<file path="config.mk">
export PLATFORM = sky130hd
export DESIGN_NAME = flash_status_logic
export DESIGN_NICKNAME = d
export VERILOG_FILES = /design/src/hw/pin_sync.v /design/src/hw/flash_status_logic.v
export VERILOG_INCLUDE_DIRS = /design/src /design/src/hw
export SDC_FILE = /design/constraint.sdc
export NUM_CORES = 1
export LEC_CHECK = 0
export BUFFER_PORTS_ARGS = -buffer_cell sky130_fd_sc_hd__buf_2
export CORE_MARGIN = 1.5
export CORE_UTILIZATION = 50
export DETAILED_ROUTE_END_ITERATION = 8
export MAX_ROUTING_LAYER = met4
export PLACE_DENSITY = 0.74
export REMOVE_ABC_BUFFERS = 1
export SYNTH_ARGS = -nofsm -noshare
export SYNTH_HDL_FRONTEND = slang
export SYNTH_HIERARCHICAL = 1
export SYNTH_SLANG_ARGS = --single-unit
</file>
<file path="constraint.sdc">
create_clock -name core_clk -period 3.6 [get_ports core_clk]
set_clock_uncertainty 0.05 [all_clocks]
set_input_delay 0.36 -clock core_clk [delete_from_list [all_inputs] [get_ports core_clk]]
set_output_delay 0.36 -clock core_clk [all_outputs]
set_load 0.005 [all_outputs]
</file>
<file path="src/hw/flash_status_regs.vh">
// opcodes, status bit positions and reset values of the status and write-enable logic
`ifndef FLASH_STATUS_REGS_VH
`define FLASH_STATUS_REGS_VH

`define OP_STATUS_WRITE 8'h01
`define OP_STATUS_READ 8'h05
`define OP_WRITE_ENABLE 8'h06
`define OP_WRITE_DISABLE 8'h04
`define OP_RESET_ENABLE 8'h66
`define OP_RESET 8'h99
`define OP_SUSPEND_A 8'h75
`define OP_SUSPEND_B 8'hb0
`define OP_RESUME_A 8'h7a
`define OP_RESUME_B 8'h30
`define OP_ARRAY_ERASE_A 8'hc7
`define OP_ARRAY_ERASE_B 8'h60
`define OP_VOL_PARAM_WRITE 8'hc0
`define OP_VOL_BANK_WRITE 8'h17

`define SR_LOCK 7
`define SR_QUAD 6
`define SR_BP_HI 5
`define SR_BP_LO 2
`define SR_WEL 1
`define SR_WIP 0
`define SR_RESET 8'h00
`define BP_NONE 4'h0

`define BIT_LAST 3'h7
`define BYTE_OPCODE 2'h1
`define BYTE_DATA 2'h2
`define BYTE_ZERO 2'h0
`define BIT_ZERO 3'h0
`define OPCODE_ZERO 8'h00

// sync reset image {hold_reset_n, write_protect_n, si, cs_n, sck}: pins idle
`define SYNC_RST 5'h1a

`endif

</file>
<file path="src/hw/pin_sync.v">
// two-flop synchroniser for the serial pins
`timescale 1ns/1ps
module pin_sync (
	input wire core_clk,
	input wire rst_n,
	input wire [4:0] d,
	output reg [4:0] q
);
`include "flash_status_regs.vh"

reg [4:0] meta_r;

always @(posedge core_clk or negedge rst_n) begin
	if (!rst_n) begin
		meta_r <= `SYNC_RST;
		q <= `SYNC_RST;
	end else begin
		meta_r <= d;
		q <= meta_r;
	end
end

endmodule

</file>
<file path="src/hw/flash_status_logic.v">
// status register and write-enable gating of a serial flash, spi mode 0
`timescale 1ns/1ps
module flash_status_logic (
	input wire core_clk,
	input wire arst_n,
	input wire sck,
	input wire cs_n,
	input wire si,
	input wire write_protect_pin_n,
	input wire hold_reset_pin_n,
	input wire op_done,
	output reg so,
	output reg so_oe,
	output reg op_start,
	output reg [7:0] op_code,
	output reg [7:0] op_data,
	output reg op_abort,
	output reg suspend_req,
	output reg resume_req,
	output reg [7:0] status_word,
	output reg quad_mode
);
`include "flash_status_regs.vh"

// commands that must find the latch set
function needs_latch;
	input [7:0] op;
	begin
		case (op)
		8'h02, 8'h12, 8'h32, 8'h38,
		8'h34, 8'h3e,
		8'hd7, 8'h20, 8'h21,
		8'h52, 8'h5c,
		8'hd8, 8'hdc,
		8'hc7, 8'h60,
		8'h01, 8'h42,
		8'h65, 8'h63,
		8'h85, 8'h83,
		8'h64, 8'h62,
		8'h18, 8'hc5,
		8'hfb, 8'he1,
		8'hfd, 8'he3, 8'he4,
		8'h2f, 8'ha6, 8'h91,
		8'h7e, 8'h98,
		8'he8,
		8'h43, 8'h4a, 8'hb5: needs_latch = 1'b1;
		default: needs_latch = 1'b0;
		endcase
	end
endfunction

// volatile writes finish at once and leave the busy flag alone
function is_volatile;
	input [7:0] op;
	begin
		case (op)
		8'h63, 8'h83, 8'hc5,
		8'hfb, 8'he1, 8'h4a: is_volatile = 1'b1;
		default: is_volatile = 1'b0;
		endcase
	end
endfunction

// program and erase, the only cycles that can be suspended
function is_prog_erase;
	input [7:0] op;
	begin
		case (op)
		8'h02, 8'h12, 8'h32, 8'h38,
		8'h34, 8'h3e,
		8'hd7, 8'h20, 8'h21,
		8'h52, 8'h5c,
		8'hd8, 8'hdc,
		8'hc7, 8'h60: is_prog_erase = 1'b1;
		default: is_prog_erase = 1'b0;
		endcase
	end
endfunction

function is_suspend;
	input [7:0] op;
	begin
		is_suspend = (op == `OP_SUSPEND_A) || (op == `OP_SUSPEND_B);
	end
endfunction

function is_resume;
	input [7:0] op;
	begin
		is_resume = (op == `OP_RESUME_A) || (op == `OP_RESUME_B);
	end
endfunction

function is_array_erase;
	input [7:0] op;
	begin
		is_array_erase = (op == `OP_ARRAY_ERASE_A) || (op == `OP_ARRAY_ERASE_B);
	end
endfunction

reg rst_meta_r;
reg rst_n_r;

always @(posedge core_clk or negedge arst_n) begin
	if (!arst_n) begin
		rst_meta_r <= 1'b0;
		rst_n_r <= 1'b0;
	end else begin
		rst_meta_r <= 1'b1;
		rst_n_r <= rst_meta_r;
	end
end

wire [4:0] pins_s;

pin_sync u_pin_sync (
	.core_clk(core_clk),
	.rst_n(rst_n_r),
	.d({hold_reset_pin_n, write_protect_pin_n, si, cs_n, sck}),
	.q(pins_s)
);

wire sck_s = pins_s[0];
wire cs_s = pins_s[1];
wire si_s = pins_s[2];
wire wp_s = pins_s[3];
wire hold_s = pins_s[4];

reg sck_d_r;
reg cs_d_r;
reg [7:0] shift_r;
reg [2:0] bit_cnt_r;
reg [1:0] byte_cnt_r;
reg [7:0] opcode_r;
reg [7:0] data_r;
reg [7:0] snap_r;
reg wip_r;
reg wel_r;
reg [3:0] bp_r;
reg qe_r;
reg lock_r;
reg pe_busy_r;
reg susp_r;
reg rst_en_r;

wire sck_rise = sck_s & ~sck_d_r & ~cs_s;
wire sck_fall = ~sck_s & sck_d_r & ~cs_s;
wire frame_end = cs_s & ~cs_d_r;
wire [7:0] byte_in = {shift_r[6:0], si_s};
wire [7:0] sr_now = {lock_r, qe_r, bp_r, wel_r, wip_r};
wire reading = (opcode_r == `OP_STATUS_READ) && (byte_cnt_r != `BYTE_ZERO);
wire whole = (bit_cnt_r == `BIT_ZERO);
// protect and hold pins only keep control roles while quad is off
wire sr_locked = lock_r & ~wp_s & ~qe_r;
wire hw_reset = ~hold_s & ~qe_r;
wire exec_frame = frame_end && (byte_cnt_r != `BYTE_ZERO) && whole;

// serial shifter: opcode then first data byte, later bytes only counted
always @(posedge core_clk or negedge rst_n_r) begin
	if (!rst_n_r) begin
		sck_d_r <= 1'b0;
		cs_d_r <= 1'b1;
		shift_r <= `OPCODE_ZERO;
		bit_cnt_r <= `BIT_ZERO;
		byte_cnt_r <= `BYTE_ZERO;
		opcode_r <= `OPCODE_ZERO;
		data_r <= `OPCODE_ZERO;
	end else begin
		sck_d_r <= sck_s;
		cs_d_r <= cs_s;
		if (cs_s) begin
			bit_cnt_r <= `BIT_ZERO;
			if (!frame_end) begin
				byte_cnt_r <= `BYTE_ZERO;
			end
		end else if (sck_rise) begin
			shift_r <= byte_in;
			bit_cnt_r <= bit_cnt_r + 3'h1;
			if (bit_cnt_r == `BIT_LAST) begin
				if (byte_cnt_r == `BYTE_ZERO) begin
					opcode_r <= byte_in;
				end else if (byte_cnt_r == `BYTE_OPCODE) begin
					data_r <= byte_in;
				end
				if (byte_cnt_r != `BYTE_DATA + 2'h1) begin
					byte_cnt_r <= byte_cnt_r + 2'h1;
				end
			end
		end
	end
end

// status read out: fresh snapshot each byte, no tearing inside a byte
always @(posedge core_clk or negedge rst_n_r) begin
	if (!rst_n_r) begin
		so <= 1'b0;
		so_oe <= 1'b0;
		snap_r <= `SR_RESET;
	end else if (cs_s) begin
		so_oe <= 1'b0;
		so <= 1'b0;
	end else if (sck_fall && reading) begin
		so_oe <= 1'b1;
		if (whole) begin
			snap_r <= sr_now;
			so <= sr_now[`BIT_LAST];
		end else begin
			so <= snap_r[`BIT_LAST - bit_cnt_r];
		end
	end
end

// command execution at the close of each frame
always @(posedge core_clk or negedge rst_n_r) begin
	if (!rst_n_r) begin
		wip_r <= 1'b0;
		wel_r <= 1'b0;
		bp_r <= `BP_NONE;
		qe_r <= 1'b0;
		lock_r <= 1'b0;
		pe_busy_r <= 1'b0;
		susp_r <= 1'b0;
		rst_en_r <= 1'b0;
		op_start <= 1'b0;
		op_code <= `OPCODE_ZERO;
		op_data <= `OPCODE_ZERO;
		op_abort <= 1'b0;
		suspend_req <= 1'b0;
		resume_req <= 1'b0;
	end else begin
		op_start <= 1'b0;
		op_abort <= 1'b0;
		suspend_req <= 1'b0;
		resume_req <= 1'b0;
		if (wip_r && op_done) begin
			wip_r <= 1'b0;
			wel_r <= 1'b0;
			pe_busy_r <= 1'b0;
		end
		if (hw_reset) begin
			// reset aborts any cycle; protection bits survive it
			wip_r <= 1'b0;
			wel_r <= 1'b0;
			pe_busy_r <= 1'b0;
			susp_r <= 1'b0;
			rst_en_r <= 1'b0;
			op_abort <= 1'b1;
		end else if (exec_frame) begin
			rst_en_r <= (opcode_r == `OP_RESET_ENABLE);
			if (opcode_r == `OP_STATUS_READ || opcode_r == `OP_RESET_ENABLE) begin
				// taken even while busy
			end else if (opcode_r == `OP_RESET) begin
				if (rst_en_r) begin
					wip_r <= 1'b0;
					wel_r <= 1'b0;
					pe_busy_r <= 1'b0;
					susp_r <= 1'b0;
					op_abort <= 1'b1;
				end
			end else if (wip_r) begin
				if (is_suspend(opcode_r) && pe_busy_r) begin
					suspend_req <= 1'b1;
					wip_r <= 1'b0;
					susp_r <= 1'b1;
				end
				// anything else is dropped while busy
			end else if (is_resume(opcode_r)) begin
				if (susp_r) begin
					resume_req <= 1'b1;
					wip_r <= 1'b1;
					pe_busy_r <= 1'b1;
					susp_r <= 1'b0;
				end
			end else if (opcode_r == `OP_WRITE_ENABLE) begin
				wel_r <= 1'b1;
			end else if (opcode_r == `OP_WRITE_DISABLE) begin
				wel_r <= 1'b0;
			end else if (opcode_r == `OP_VOL_PARAM_WRITE ||
				opcode_r == `OP_VOL_BANK_WRITE) begin
				op_start <= 1'b1;
				op_code <= opcode_r;
				op_data <= data_r;
			end else if (needs_latch(opcode_r) && wel_r) begin
				if (opcode_r == `OP_STATUS_WRITE) begin
					// latch untouched here, later cleared by completion or a reset; write disable is dropped while the write is busy
					if (!sr_locked && byte_cnt_r == `BYTE_DATA) begin
						lock_r <= data_r[`SR_LOCK];
						qe_r <= data_r[`SR_QUAD];
						bp_r <= data_r[`SR_BP_HI:`SR_BP_LO];
						wip_r <= 1'b1;
						op_start <= 1'b1;
						op_code <= opcode_r;
						op_data <= data_r;
					end
				end else if (is_array_erase(opcode_r) && bp_r != `BP_NONE) begin
					// whole-array erase refused under any protection
				end else begin
					op_start <= 1'b1;
					op_code <= opcode_r;
					op_data <= data_r;
					if (!is_volatile(opcode_r)) begin
						wip_r <= 1'b1;
						pe_busy_r <= is_prog_erase(opcode_r);
					end
				end
			end
		end
	end
end

always @(posedge core_clk or negedge rst_n_r) begin
	if (!rst_n_r) begin
		status_word <= `SR_RESET;
		quad_mode <= 1'b0;
	end else begin
		status_word <= sr_now;
		quad_mode <= qe_r;
	end
end

endmodule

</file>
==> reports/metrics.yaml <==
setup_path:
  r2r_start: "bit_cnt_r[0]"
  cp_max_fo: 16
  endpoint_kind: "register"
  arrival_ns: 3.32
  r2r-end: "op_data[2]"
  cpMaxStageDelayCell: "or4_4"
  cp_slowest_stage_delay_ns: 0.55
  path_buf_inv: 2
  reg2reg_depth: 10
  cp_cell_sequence: "inv_1 > ha_1 > nand2b_1 > nor4b_1 > o41ai_1 > or4_4 > a211oi_4 > a31oi_4 > buf_12 > mux2_4"
  crit_start: "bit_cnt_r[0]"
  critPathTopFamily: "simple AND/OR/NAND/NOR gates"
  cp.required_ns: 3.80
  r2r_slack_ns: 0.48
  critPathKind: "reg -> reg"
  critPathLaunchType: "register"
logic_synthesis:
  synth_area_leader_cell: "dfrtp_1"
  synth_ff_type: "dfrtp_1"
  syn-instance-count: 368
  synth_top_area_share: 0.481
  synth-warning-count: 6
  synthArstFlopShare: 1.00
  syn_area_per_cell_um2: 11.9
  synth.area.top_cells: "dfrtp_1 48%, mux2_2 11%, dfstp_2 4.2%"
  synth_edf_count: 0
  syn_area_um2: 4370
  ys_seq_area_frac: 0.523
  ys_ff_latch: 91
  synthDistinctLibCells: 62
pwr:
  p_leak_nw: 2.37
  ir_drop_v: 0.000267
  pwr_density_cell_nw_per_um2: 382
drt:
  wl_um: 9380
  wire_per_inst_um: 18.0
  first_iter_violations: 216
  dr.pass1.iters: 4
  vias_per_cell: 5.95
  drc: 0
  ant_nets: 0
  vias: 3098
timing:
  max_freq_mhz: 320
  timing.hold.ws_ns: 0.0416
  period_needed_ns: 3.12
  fin_tns_setup_ns: 0
  tightest_slew_ns: 1.10
  slew_headroom: 0.266
  post-route-period-util: 0.868
  rsz0062_at_grt: "false"
  hold_viol_final: 0
  report.final.setup_viol: 0
  slew_violations: 0
placement:
  place_congestion: 0.952
  dp_hpwl_um: 6540
  port_buffers: 38
hold_path:
  hold_depth: 1
  min_path_type: "in -> reg"
  min-delay-start: "hold_reset_pin_n"
  holdPathEnd: "u_pin_sync/meta_r[4]"
clocking:
  post_cts_resized: 0
  clk_pin_slew_ns: 0.09
  numCtsBuffers: 9
  postCtsSetupRepairBufs: 0
  clk-insertion-delay-late_ns: 0.36
  tritoncts_num_sinks: 91
  htree_levels: 3
  clockBufferDepth: 2
  cts_tree: "yes"
  root_buffer: "clkbuf_8"
  cts_hold_buf: 1
global_routing:
  grt_pass1_wl_um: 15600
  antenna_found_initial: 0
  grt_max_degree: 90
  overflow: 0
  grt_pass1_vias: 3060
  globalRouteTotalUtil: 0.228
final_layout:
  mostFrequentLayoutCells: "83 x dfrtp_1, 41 x mux2_2, 38 x buf_2"
  area.growth.synth_to_final_pct: 12.6
  antenna_cells: 0
  final.fill_count: 698
  nets: 426
  drive_gt1_frac: 0.337
  layout_commonest_cell: "dfrtp_1"
floorplanning:
  die_width_um: 96.5
  dieArea_um2: 9310
  io_pins: 39
  core_um2: 8340
  start_util: 0.524
  die_h_um: 96.5
  placementRows: 33
run:
  cap_viol_max_count: 0
run_status:
  status: "finished, final reports clean"
-- worst max path at each step --
| stage | endpoint | slack (ns) | cells past startpoint |
|---|---|---|---|
| final | op_data[2] | 0.48 | 10 |
| after global routing | op_data[2] | 0.30 | 10 |
| after CTS | op_data[2] | 0.47 | 10 |
| after detailed placement | op_data[2] | 0.52 | 10 |
| after global placement | op_data[0] | 0.57 | 8 |
| after floorplan | op_code[0] | 0.02 | 7 |
-- power by group --
group	total [mW]	switching (mW)	internal [mW]
logic	0.0554	0.0191	0.0363
registers	1.12	0.0573	1.07
clock network	0.700	0.373	0.327
total	1.88	0.449	1.43
-- synthesized netlist by cell type, types with 3 or more instances --
cell and number:
mux2_4 9, nand4_1 7, dfrtp_1 84, nor2_1 20, nand2_1 16, o32a_1 3
nand3b_1 6, o21ai_0 11, and3_1 8, a311oi_1 4, inv_1 13, o22ai_1 3
ha_1 7, nor4_1 5, nand3_1 12, nor4b_1 7, dfstp_2 7, a32oi_1 3
nor2b_1 14, a21oi_1 8, mux2i_1 4, nor3_1 7, buf_2 4, mux2_2 41
nand2b_1 7, clkbuf_1 13
-- layer usage --
| metal | vias to the layer above | GRT usage | part of all wire |
|---|---|---|---|
| li1 | 1417 | - | - |
| met1 | 1569 | 0.309 | 0.46 |
| met2 | 90 | 0.335 | 0.47 |
| met3 | 22 | 0.0540 | 0.047 |
| met4 | 0 | 0.0857 | 0.022 |
| met5 | - | - | 0 |
-- cells by family after synthesis --
| group | synth area share |
|---|---|
| simple gates | 0.170 |
| flops | 0.523 |
| mux | 0.156 |
| compound gates | 0.0882 |
| buf+inv | 0.0358 |
| fa+ha+maj | 0.0200 |
| xor+xnor | 0.00601 |
| other cells | 0.000858 |
-- worst register-to-register path: stages (launching register included) --
cell	delay (ns)
dfrtp_1	0.47
inv_1	0.12
ha_1	0.19
nand2b_1	0.08
nor4b_1	0.51
o41ai_1	0.21
or4_4	0.55
a211oi_4	0.29
a31oi_4	0.06
buf_12	0.19
mux2_4	0.31
-- area by class of cell --
type	count	area, µm²	area share
Clock inverter	7	73.8	0.0150
Sequential cell	91	2290	0.465
Inverter	13	48.8	0.00992
Tap cell	105	131	0.0267
Clock buffer	9	124	0.0252
Timing Repair Buffer	54	325	0.0661
Multi-Input combinational cell	242	1930	0.392
-- registers in the layout, indices dropped and copies added (netlist names), 2 cells and up --
name and cells:
op_data 8, u_pin_sync/q 5, snap_r 8, shift_r 7, u_pin_sync/meta_r 5, status_word 8
bit_cnt_r 3, bp_r 4, op_code 8, data_r 8, byte_cnt_r 2, opcode_r 8
-- per-stage QoR --
step | utilization | cell area (µm²) | cells | power [mW] | worst slack (ns)
after floorplan | - | 4260 | 346 | 1.17 | 0.0222
after global placement | 0.565 | 4710 | 504 | 1.19 | 0.573
after detailed placement | 0.565 | 4710 | 504 | 1.20 | 0.515
after CTS | 0.590 | 4920 | 521 | 1.90 | 0.469
after global routing | 0.590 | 4920 | 521 | 1.96 | 0.301
final | 0.590 | 4920 | 521 | 1.88 | 0.476
(Power assumes the default switching activity.)
